### src/core/mcel_pkg.sv
// package: register map, field layout and carriers for machine check error logging
package mcel_pkg;
    localparam int ADDR_W = 40;
    // apb byte offsets
    localparam logic [7:0] OFF_BANK0_STATUS = 8'h00;
    localparam logic [7:0] OFF_BANK1_STATUS = 8'h04;
    localparam logic [7:0] OFF_BANK1_ADDR_LO = 8'h08;
    localparam logic [7:0] OFF_BANK1_ADDR_HI = 8'h0C;
    localparam logic [7:0] OFF_BANK2_STATUS = 8'h10;
    localparam logic [7:0] OFF_BANK2_CTL = 8'h14;
    localparam logic [7:0] OFF_BANK0_CTL = 8'h18;
    localparam logic [7:0] OFF_BANK1_CTL = 8'h1C;
    localparam logic [7:0] OFF_LIC_ESR = 8'h20;
    localparam logic [7:0] OFF_IRQ_STATUS = 8'h24;
    localparam logic [7:0] OFF_IRQ_MASK = 8'h28;
    localparam logic [7:0] OFF_BUSQ_STATUS = 8'h2C;
    // bank status field positions
    localparam int ST_VALID = 31;
    localparam int ST_OVER = 30;
    localparam int ST_UNCORRECTED_FLAG = 29;
    localparam int ST_EN = 28;
    localparam int ST_ADDRV = 26;
    localparam int ST_PCC = 25;
    localparam int ST_CODE_W = 16;
    // receive-illegal-vector flag in the interrupt controller error status
    localparam int ESR_RX_ILL_VEC = 6;
    localparam int ESR_W = 8;
    // interrupt status bits
    localparam int IRQ_BANK0 = 0;
    localparam int IRQ_BANK1 = 1;
    localparam int IRQ_BANK2 = 2;
    localparam int IRQ_LIC = 3;
    localparam int IRQ_BUSQ = 4;
    localparam int IRQ_W = 5;
    localparam logic [31:0] CTL_RESET = 32'hFFFFFFFF;
    localparam int BUSQ_DEPTH = 8;
    localparam int BUSQ_IDX_W = 3;

    // one error report from a cache, bus or interrupt source into a bank
    typedef struct packed {
        logic valid;
        logic uncorrected_flag;
        logic context_corrupt_flag;
        logic [ST_CODE_W-1:0] code;
    } mcel_err_t;

    // first-level cache parity report with its own captured address
    typedef struct packed {
        logic valid;
        logic addr_ok;
        logic xlate_done;
        logic res_conflict;
        logic [ADDR_W-1:0] addr;
    } mcel_par_t;
endpackage

### src/core/mcel_bank.sv
// one error-logging bank: status word, optional address, overflow tracking
`timescale 1ns/1ps
module mcel_bank
    import mcel_pkg::*;
(
    input wire logic ref_clk_in,
    input wire logic srst_in,
    input wire mcel_err_t err_in,
    input wire logic addr_ok_in,
    input wire logic [ADDR_W-1:0] addr_in,
    input wire logic [31:0] ctl_in,
    input wire logic clr_in,
    output logic [31:0] status_out,
    output logic [ADDR_W-1:0] addr_out,
    output logic mce_out
);
    logic held_uncorrected_flag;
    assign held_uncorrected_flag = status_out[ST_VALID] && status_out[ST_UNCORRECTED_FLAG];

    always_ff @(posedge ref_clk_in) begin
        if (srst_in) begin
            status_out <= 32'h00000000;
        end else if (err_in.valid && held_uncorrected_flag) begin
            status_out[ST_OVER] <= 1'b1;
        end else if (err_in.valid) begin
            // still logged when reporting is disabled
            status_out <= '0;
            status_out[ST_VALID] <= 1'b1;
            status_out[ST_UNCORRECTED_FLAG] <= err_in.uncorrected_flag;
            status_out[ST_PCC] <= err_in.context_corrupt_flag;
            status_out[ST_EN] <= |ctl_in;
            status_out[ST_ADDRV] <= addr_ok_in;
            status_out[ST_OVER] <= status_out[ST_VALID];
            status_out[ST_CODE_W-1:0] <= err_in.code;
        end else if (clr_in) begin
            status_out <= 32'h00000000;
        end
    end

    always_ff @(posedge ref_clk_in) begin
        if (srst_in) begin
            addr_out <= '0;
        end else if (err_in.valid && !held_uncorrected_flag && addr_ok_in) begin
            addr_out <= addr_in;
        end
    end

    // exception only for uncorrected errors with reporting enabled
    always_ff @(posedge ref_clk_in) begin
        if (srst_in) begin
            mce_out <= 1'b0;
        end else begin
            mce_out <= err_in.valid && err_in.uncorrected_flag && (|ctl_in);
        end
    end
endmodule // mcel_bank

### src/core/mcel_top.sv
// machine check error logging: three banks, interrupt controller errors, bus queue
// Notes on behaviour
// - bank two logs uncorrected errors with control all zero but raises no exception
// - cache parity logs the faulting data address, never a later access address
// - address-valid set only with a valid address, not on translation miss or conflict
// - a further error into a bank holding a valid uncorrected error sets overflow
// - every interrupt controller error is recorded; bit 6 marks an illegal vector
// - a snoop-deferred transaction hit by hard failure leaves the bus queue
`timescale 1ns/1ps
module mcel_top
    import mcel_pkg::*;
(
    input wire logic ref_clk_in,
    input wire logic srst_in,
    input wire logic [31:0] paddr_in,
    input wire logic psel_in,
    input wire logic penable_in,
    input wire logic pwrite_in,
    input wire logic [31:0] pwdata_in,
    output logic [31:0] prdata_out,
    output logic pready_out,
    output logic pslverr_out,
    input wire mcel_err_t bank0_err_in,
    input wire mcel_par_t bank1_par_in,
    input wire mcel_err_t bank2_err_in,
    input wire logic [ESR_W-1:0] lic_err_in,
    input wire logic busq_alloc_in,
    input wire logic [BUSQ_IDX_W-1:0] busq_alloc_idx_in,
    input wire logic busq_snoop_defer_in,
    input wire logic [BUSQ_IDX_W-1:0] busq_defer_idx_in,
    input wire logic busq_done_in,
    input wire logic [BUSQ_IDX_W-1:0] busq_done_idx_in,
    input wire logic busq_hard_fail_in,
    input wire logic [BUSQ_IDX_W-1:0] busq_fail_idx_in,
    output logic [BUSQ_DEPTH-1:0] busq_busy_out,
    output logic busq_full_out,
    output logic machine_check_exception_out,
    output logic irq_out
);
    logic [31:0] ctl_r [3];
    logic [ESR_W-1:0] esr_r;
    logic [IRQ_W-1:0] irq_stat_r;
    logic [IRQ_W-1:0] irq_mask_r;
    logic [BUSQ_DEPTH-1:0] deferred_r;
    logic [31:0] st0, st1, st2;
    logic [ADDR_W-1:0] a0, a1, a2;
    logic mce0, mce1, mce2;
    logic wr_en, rd_en;
    logic acc_first;
    logic [7:0] off;
    logic [31:0] rd_nxt;
    logic addr_hit;
    logic [IRQ_W-1:0] ev;
    logic par_ok;
    mcel_err_t par_err;

    assign off = paddr_in[7:0];
    // a write lands on the first access edge only, so a write that replaces the
    // error status cannot repeat on the answer edge and drop a flag set meanwhile
    assign acc_first = psel_in && penable_in && !pready_out;
    assign wr_en = acc_first && pwrite_in && addr_hit; // refused offsets never write
    assign rd_en = acc_first && !pwrite_in;

    // address only trusted after translation finished without conflict
    assign par_ok = bank1_par_in.addr_ok && bank1_par_in.xlate_done
        && !bank1_par_in.res_conflict;
    always_comb begin
        par_err = '0;
        par_err.valid = bank1_par_in.valid;
        par_err.uncorrected_flag = 1'b0;
        par_err.code = 16'h0001;
    end

    mcel_bank u_bank0 (
        .ref_clk_in(ref_clk_in), .srst_in(srst_in), .err_in(bank0_err_in),
        .addr_ok_in(1'b0), .addr_in('0), .ctl_in(ctl_r[0]),
        .clr_in(wr_en && off == OFF_BANK0_STATUS),
        .status_out(st0), .addr_out(a0), .mce_out(mce0));
    // the address travels with the report, so a later access cannot overwrite it
    mcel_bank u_bank1 (
        .ref_clk_in(ref_clk_in), .srst_in(srst_in), .err_in(par_err),
        .addr_ok_in(par_ok), .addr_in(bank1_par_in.addr), .ctl_in(ctl_r[1]),
        .clr_in(wr_en && off == OFF_BANK1_STATUS),
        .status_out(st1), .addr_out(a1), .mce_out(mce1));
    mcel_bank u_bank2 (
        .ref_clk_in(ref_clk_in), .srst_in(srst_in), .err_in(bank2_err_in),
        .addr_ok_in(1'b0), .addr_in('0), .ctl_in(ctl_r[2]),
        .clr_in(wr_en && off == OFF_BANK2_STATUS),
        .status_out(st2), .addr_out(a2), .mce_out(mce2));

    // all ones after reset: every error class reports until software writes the whole word to zero
    always_ff @(posedge ref_clk_in) begin
        if (srst_in) begin
            ctl_r[0] <= CTL_RESET;
            ctl_r[1] <= CTL_RESET;
            ctl_r[2] <= CTL_RESET;
        end else if (wr_en) begin
            if (off == OFF_BANK0_CTL) ctl_r[0] <= pwdata_in;
            if (off == OFF_BANK1_CTL) ctl_r[1] <= pwdata_in;
            if (off == OFF_BANK2_CTL) ctl_r[2] <= pwdata_in;
        end
    end

    // error status: new errors OR in, so a software write never masks them
    always_ff @(posedge ref_clk_in) begin
        if (srst_in) begin
            esr_r <= '0;
        end else if (wr_en && off == OFF_LIC_ESR) begin
            esr_r <= lic_err_in;
        end else begin
            esr_r <= esr_r | lic_err_in;
        end
    end

    // bus queue: deferred entries are retired by a hard failure
    // allocation wins so a reused slot never inherits a stale deferral
    always_ff @(posedge ref_clk_in) begin
        if (srst_in) begin
            busq_busy_out <= '0;
            deferred_r <= '0;
        end else begin
            for (int i = 0; i < BUSQ_DEPTH; i++) begin
                if (busq_alloc_in && busq_alloc_idx_in == BUSQ_IDX_W'(i)) begin
                    busq_busy_out[i] <= 1'b1;
                    deferred_r[i] <= 1'b0;
                end else if (busq_hard_fail_in && busq_fail_idx_in == BUSQ_IDX_W'(i)
                    && deferred_r[i]) begin
                    busq_busy_out[i] <= 1'b0;
                    deferred_r[i] <= 1'b0;
                end else if (busq_done_in && busq_done_idx_in == BUSQ_IDX_W'(i)) begin
                    busq_busy_out[i] <= 1'b0;
                    deferred_r[i] <= 1'b0;
                end else if (busq_snoop_defer_in && busq_defer_idx_in == BUSQ_IDX_W'(i)
                    && busq_busy_out[i]) begin
                    deferred_r[i] <= 1'b1;
                end
            end
        end
    end

    always_ff @(posedge ref_clk_in) begin
        if (srst_in) busq_full_out <= 1'b0;
        else busq_full_out <= &busq_busy_out;
    end

    // second stage keeps the exception behind the logged status word
    always_ff @(posedge ref_clk_in) begin
        if (srst_in) machine_check_exception_out <= 1'b0;
        else machine_check_exception_out <= mce0 | mce1 | mce2;
    end

    // sticky events; set beats a write-one clear in the same cycle
    always_comb begin
        ev = '0;
        ev[IRQ_BANK0] = bank0_err_in.valid;
        ev[IRQ_BANK1] = bank1_par_in.valid;
        ev[IRQ_BANK2] = bank2_err_in.valid;
        ev[IRQ_LIC] = |lic_err_in;
        ev[IRQ_BUSQ] = busq_hard_fail_in && deferred_r[busq_fail_idx_in];
    end

    always_ff @(posedge ref_clk_in) begin
        if (srst_in) begin
            irq_stat_r <= '0;
            irq_mask_r <= '0;
        end else begin
            if (wr_en && off == OFF_IRQ_STATUS) begin
                irq_stat_r <= (irq_stat_r & ~pwdata_in[IRQ_W-1:0]) | ev;
            end else begin
                irq_stat_r <= irq_stat_r | ev;
            end
            if (wr_en && off == OFF_IRQ_MASK) irq_mask_r <= pwdata_in[IRQ_W-1:0];
        end
    end

    always_ff @(posedge ref_clk_in) begin
        if (srst_in) irq_out <= 1'b0;
        else irq_out <= |(irq_stat_r & irq_mask_r);
    end

    always_comb begin
        rd_nxt = 32'h00000000;
        addr_hit = 1'b1;
        case (off)
            OFF_BANK0_STATUS: rd_nxt = st0;
            OFF_BANK1_STATUS: rd_nxt = st1;
            OFF_BANK1_ADDR_LO: rd_nxt = a1[31:0];
            OFF_BANK1_ADDR_HI: rd_nxt = {24'h000000, a1[ADDR_W-1:32]};
            OFF_BANK2_STATUS: rd_nxt = st2;
            OFF_BANK0_CTL: rd_nxt = ctl_r[0];
            OFF_BANK1_CTL: rd_nxt = ctl_r[1];
            OFF_BANK2_CTL: rd_nxt = ctl_r[2];
            OFF_LIC_ESR: rd_nxt = {24'h000000, esr_r};
            OFF_IRQ_STATUS: rd_nxt = {27'h0000000, irq_stat_r};
            OFF_IRQ_MASK: rd_nxt = {27'h0000000, irq_mask_r};
            OFF_BUSQ_STATUS: rd_nxt = {24'h000000, busq_busy_out};
            default: addr_hit = 1'b0;
        endcase
        if (paddr_in[31:8] != 24'h000000 || paddr_in[1:0] != 2'b00) addr_hit = 1'b0;
    end

    // one wait state: pready rises in the second access cycle so outputs stay registered
    always_ff @(posedge ref_clk_in) begin
        if (srst_in) begin
            pready_out <= 1'b0;
            pslverr_out <= 1'b0;
        end else begin
            pready_out <= acc_first;
            pslverr_out <= acc_first && !addr_hit;
        end
    end

    // read data stands for the answer cycle only, zero otherwise
    always_ff @(posedge ref_clk_in) begin
        if (srst_in) begin
            prdata_out <= 32'h00000000;
        end else begin
            prdata_out <= (rd_en && addr_hit) ? rd_nxt : 32'h00000000;
        end
    end
    // unused bank addresses
    logic unused_a;
    assign unused_a = ^{a0, a2};
endmodule // mcel_top

### config.mk
export PLATFORM = sky130hd
export DESIGN_NAME = mcel_top
export DESIGN_NICKNAME = d
export VERILOG_FILES = /design/src/core/mcel_pkg.sv /design/src/core/mcel_bank.sv /design/src/core/mcel_top.sv
export SDC_FILE = /design/constraint.sdc
export NUM_CORES = 1
export LEC_CHECK = 0
export BUFFER_PORTS_ARGS = -buffer_cell sky130_fd_sc_hd__buf_2
export CORE_ASPECT_RATIO = 0.7
export CORE_MARGIN = 3
export CORE_UTILIZATION = 58
export DETAILED_ROUTE_END_ITERATION = 10
export HOLD_SLACK_MARGIN = 0.03
export PLACE_DENSITY_LB_ADDON = 0.25
export SYNTH_ARGS = -nofsm -noshare
export SYNTH_HDL_FRONTEND = slang
export SYNTH_SLANG_ARGS = --single-unit
### constraint.sdc
create_clock -name ref_clk_in -period 17.2 [get_ports ref_clk_in]
set_clock_uncertainty 0.15 [all_clocks]
set_input_delay 5.16 -clock ref_clk_in [delete_from_list [all_inputs] [get_ports ref_clk_in]]
set_output_delay 5.16 -clock ref_clk_in [all_outputs]
set_load 0.005 [all_outputs]
After elaboration in Yosys (flattened, before gate mapping)
Memory sizes are Yosys's and may differ from the RTL's.
Index checks and enable logic that the tools add are counted.
{"block": "classes", "bitwise": 14, "muxes": 57, "reduce_logical": 122, "magnitude_cmp": 1, "n_eq_ne": 39}
{"operator": "$pmux 32 s12", "count": 1}
{"operator": "$mux 32", "count": 9}
{"operator": "$reduce_or 32->1", "count": 3}
{"operator": "$logic_and 1x1->1", "count": 76}
{"operator": "$eq 3x3->1 const B", "count": 16}
{"operator": "$mux 1", "count": 44}
{"operator": "$reduce_bool 3->1", "count": 11}
{"operator": "$eq 8x5->1 const B", "count": 4}
{"operator": "$eq 8x6->1 const B", "count": 4}
{"operator": "$reduce_or 4->1", "count": 8}
{"operator": "$eq 3x2->1 const B", "count": 8}
{"operator": "$reduce_bool 24->1", "count": 1}
{"operator": "$eq 8x4->1 const B", "count": 2}
{"operator": "$eq 3x1->1 const B", "count": 4}
{"operator": "$logic_not 3->1", "count": 4}
{"operator": "$reduce_or 12->1", "count": 1}
{"operator": "$and 5x5->5", "count": 2}
{"operator": "$or 5x5->5", "count": 2}
{"operator": "$eq 8x3->1 const B", "count": 1}
{"operator": "$logic_not 8->1", "count": 1}
{"operator": "$mux 8", "count": 1}
{"operator": "$or 8x8->8", "count": 1}
{"operator": "$reduce_and 8->1", "count": 1}
{"operator": "$reduce_bool 2->1", "count": 4}
{"operator": "other kinds (12)", "count": 24}
{"block": "totals", "ramBits": 96, "n_memories": 1, "reg_bits": 209, "out_inout_bits": 45}
{"name": "ctl_r", "depth": 3, "word_bits": 32, "rd": 3, "rd_clocked_by_memory_dff": 0, "wr": 3, "line_no": "mcel_top.sv:40", "rtl": "logic [31:0] ctl_r [3];"}

Longest topological paths before layout
{"block": "logic_depth", "depth_word": 9, "ltp_mapped": 9, "depth_no_buf": 5}

By module
Synthesis repeated with hierarchy kept, for this count alone.
{"block": "unflattened", "hier_cells": 1456, "area_unflattened_um2": 14268.7}
{"module": "mcel_top", "seq_area_each_um2": 4304.1, "cells_per_inst": 619, "area_per_inst_um2": 7279.5, "n_inst": 1}
{"module": "mcel_bank", "seq_area_each_um2": 1261.2, "cells_per_inst": 279, "area_per_inst_um2": 2329.7, "n_inst": 3}

Worst setup path before layout
Ideal clock, no wire load.
{"block": "synth_path", "kind": "input to register", "startpoint": "input paddr_in[2]", "endpoint": "memory ctl_r[2][0] (netlist: ctl_r[0][64]) (enable)", "stages": 7, "arrival_ns": 8.716, "n_path_buf": 3, "path_slack_ns": 7.868, "required_time_ns": 16.584, "path_cell_list": "buf_2 > nor2b_1 > and3_1 > clkbuf_1 > clkbuf_1 > inv_1 > o21ai_0"}
{"element": "from (decl)", "line_no": "mcel_top.sv:15", "rtl": "input wire logic [31:0] paddr_in,"}
{"element": "to (decl)", "line_no": "mcel_top.sv:40"}

==> reports/results.md <==
| Stage | Parameter | This run |
|:---|:---|:---|
| synthesis | Fraction of post-synthesis cell area in the top cell type by area | 31.3% |
| sta | Maximum clock frequency | 131 MHz |
| sta | Number of pins exceeding their max-slew limit in the final report | 0 |
| power and ir drop | Proportion of total power due to net switching | 21.9% |
| synthesis | Avg Cell Area, Syn | 11.0 um^2 |
| flow run | Number of maximum-capacitance constraint violations | 0 |
| power and ir drop | Ratio of total power to cell area | 101 nW/um^2 |
| detailed routing | Drt first-iter violations | 1754 |
| synthesis | #FFs+latches synth | 255 |
| global routing | Antenna violations before repair | 0 |
| clock network | TritonCTS sink count | 255 |
| worst setup path | Buffering stage count on the worst path with inverters included | 3 |
| sta | Transition at the pin with the smallest max-transition slack | 1.18 ns |
| die | Die W | 164 um |
| detailed routing | Routed vias/inst | 6.60 |
| synthesis | Synthesized netlist cell count | 927 |
| synthesis | Count of flip-flops with a built-in enable after synthesis | 96 |
| worst setup path | Worst setup path class | input port to flip-flop |
| synthesis | Cell Area, Synth | 10200 um^2 |
| finish | Number of inserted diodes | 0 |
| placement | Total of buffers placed on input and output ports | 219 |
| finish | Fillers | 1205 |
| detailed routing | Drt pass-1 iters | 7 |
| placement | Dpl ws | 9.18 ns |
| sta | Hold Fails Final Rpt | 0 |
| detailed routing | ANT nets after route | 0 |
| power and ir drop | Part of the total power dissipated in combinational logic | 6.2% |
| detailed routing | DRC violations left | 0 |
| worst setup path | Cell-by-cell trace of the critical path | buf_2 -> nor2b_1 -> and3_1 -> inv_1 -> o21ai_2 -> buf_4 |
| detailed routing | Sum of routed wire length over all layers | 32.5 mm |
| power and ir drop | Part of the total power dissipated in sequential elements | 52.9% |
| die | I/O pin total | 220 |
| global routing | Number of global-route vias before repair | 8312 |
| clock network | Clock Pin Slew Worst Setup and Hold Paths | 0.07 ns |
| die | Core area | 16700 um^2 |
| worst setup path | Crit-path max FO | 32 |
| finish | Layout cell share with drive strength beyond 1 | 25.5% |
| global routing | Pin count of the biggest net entering global routing | 81 |
| clock network | Number of buffers inserted by hold repair at cts | 0 |
| global routing | First-pass GRT wire length | 48.1 mm |
| clock network | Inserted Clock Buffers | 22 |
| detailed routing | Total number of vias | 9058 |
| worst hold path | Tightest Hold Check Type | flip-flop to flip-flop |
| synthesis | Register area share after synthesis | 59.7% |
| synthesis | Fraction of registers with async set or reset after synthesis | 0% |
| worst setup path | Required time of the critical path | 17.20 ns |
| worst setup path | Slowest CP cell | and3_1 |
| power and ir drop | Maximum vdd drop | 0.0761 mV |
| clock network | Post-CTS setup-driven buffer insertion count | 0 |
| die | Number of core rows | 39 |
| global routing | Overall routing resource usage | 33.2% |
| die | Chip Height | 117 um |
| synthesis | Post-synth cell types | 55 |
| synthesis | Cell taking the most area after synthesis | dfxtp_1 |
| detailed routing | Routed length per placed instance | 23.7 um |
| sta | Final Setup Violations | 0 |
| placement | Post-DP Area | 11500 um^2 |
| clock network | TritonCTS clock tree | yes |
| clock network | Skew-Pair Late Insertion Delay | 0.51 ns |
| worst setup path | Arrival time worst endpoint | 7.62 ns |
| sta | Worst slew margin relative to its limit | 21.0% |
| power and ir drop | Switching power | 0.270 mW |
| synthesis | Yosys warnings | 0 |
| power and ir drop | Clock network fraction of total power | 40.9% |
| clock network | Maximum buffer depth of the clock tree | 3 |
| clock network | Number of instances resized during post-cts repair | 0 |
| sta | Final worst slack | 9.58 ns |
| worst setup path | CP endpoint kind | flip-flop |
| sta | Time the worst path needs with I/O delays and setup | 7.62 ns |
| power and ir drop | Internal cell power | 0.963 mW |
| worst setup path | Startpoint types | input port |
| synthesis | Top FF cell, synth | dfxtp_1 |
| finish | Number of nets in the final layout | 1307 |
| placement | Gpl congestion | 1.01 |
| worst setup path | Cell class contributing the biggest share of worst-path delay | simple AND/OR/NAND/NOR gates |
| sta | RSZ-0062 raised after global routing | false |
| worst setup path | Peak per-stage delay on the critical path | 1.01 ns |
| finish | Area growth, synth to finish | 20.2% |
| finish | Post-route cell area | 12200 um^2 |
| clock network | Root buffer cell | clkbuf_16 |
| die | Die Area | 19200 um^2 |
| global routing | Sum of overflow across all layers after global routing | 0 |
| sta | Total Negative Setup Slacks | 0 ns |
| clock network | Maximum level of the CTS H-tree | 1 |
| power and ir drop | Static leakage | 4.27 nW |
| outcome | Run status | finished clean |
| finish | Top library cells by usage in the layout, fill and taps aside | buf_2, dfxtp_1, nand2_1, a21oi_1, edfxtp_1 |
| placement | Placed wire-length estimate after detailed placement | 23.5 mm |
| synthesis | Number of nets produced by synthesis | 1102 |
| die | Starting Density | 60.7% |
| synthesis | Area contributors post-synth | dfxtp_1, edfxtp_1, a21oi_1 |
| finish | Most common cell after layout, fill and taps aside | buf_2 |
| sta | Ratio of final minimum period to clock period | 44.3% |
[worst reg2reg max path, stage by stage (launching register included)]
cell      delay (ns)
dfxtp_1         0.33
nand4b_1        0.36
nor4_1          0.58
nand2_1         0.20
nor4_4          0.28
buf_4           0.37
nand2b_1        0.24
[kinds of logic (layout without fill, tap and decap cells)]
family,Yosys count,count (layout),share of synthesized area [%]
multiplexers,18,18,2.19
flip-flops,255,255,59.7
AO/OA/AOI/OAI,264,264,18.3
buffers and inverters,60,281,2.48
AND/OR/NAND/NOR,330,330,17.4
[path summary, 6_finish.rpt]
path | from | end | slack [ns] | cells after the start
worst max-delay path | paddr_in[2] | ctl_r[0][92]$_DFFE_PP_ | 9.58 | 6
worst min-delay path | u_bank1.addr_out[18]$_SDFFE_PP0P_ | u_bank1.addr_out[18]$_SDFFE_PP0P_ | 0.31 | 2
worst max register to register | pready_out$_SDFF_PP0_ | ctl_r[0][39]$_DFFE_PP_ | 14.40 | 6
worst min register to register | u_bank1.addr_out[18]$_SDFFE_PP0P_ | u_bank1.addr_out[18]$_SDFFE_PP0P_ | 0.31 | 2
[metal layers]
metal  wire length [um]  global-route usage, %
met1              13000                   49.5
met4                878                   7.61
met3               5880                   14.5
met2              12800                   44.4
met5                  0                      0
[cell usage after synthesis, drive strengths merged (12+ instances only)]
cell type / count
a31oi: 17
nor2: 52
a21oi: 96
buf: 13
dfxtp: 159
clkbuf: 41
nand2: 119
a22o: 43
a222oi: 24
edfxtp: 96
nand2b: 34
nor2b: 12
nor4: 33
nand4: 13
a22oi: 38
[metrics by stage]
stage	hold WS [ns]	utilization, %	instances	total power [mW]
5_1_grt	0.333	73.0	1373	1.27
3_5_place_dp	0.294	68.6	1333	0.739
2_1_floorplan	0.261	-	927	0.696
4_1_cts	0.309	73.0	1373	1.23
6_report	0.306	73.0	1373	1.23
3_3_place_gp	0.285	68.6	1333	0.737
[sequential cells by signal, indices dropped and copies added, names as in the netlist]
signal / flops
u_bank1.status_out: 4
u_bank2.mce_out: 1
u_bank0.mce_out: 1
prdata_out: 32
pready_out: 1
busq_busy_out: 8
ctl_r: 96
u_bank0.status_out: 21
irq_out: 1
pslverr_out: 1
busq_full_out: 1
irq_mask_r: 5
machine_check_exception_out: 1
u_bank2.status_out: 21
deferred_r: 8
u_bank1.addr_out: 40
irq_stat_r: 5
esr_r: 8
[layout make-up]
cell class / count / area (um^2) / share of cell area [%]
sequential: 255 / 6070 / 49.7
multi-input combinational: 612 / 3890 / 31.8
timing repair buffer: 235 / 1220 / 9.96
clock buffer: 31 / 646 / 5.29
tap: 225 / 282 / 2.30
clock inverter: 9 / 92.6 / 0.758
inverter: 6 / 22.5 / 0.184
[power groups by stage]
stage,combinational [mW],sequential (mW),clock [mW]
4_1_cts,0.0749,0.651,0.505
5_1_grt,0.0826,0.653,0.530
3_3_place_gp,0.0727,0.664,0
6_report,0.0766,0.652,0.504
2_1_floorplan,0.0363,0.660,0
3_5_place_dp,0.0744,0.664,0
No activity file was read; power rests on OpenSTA's default activity.
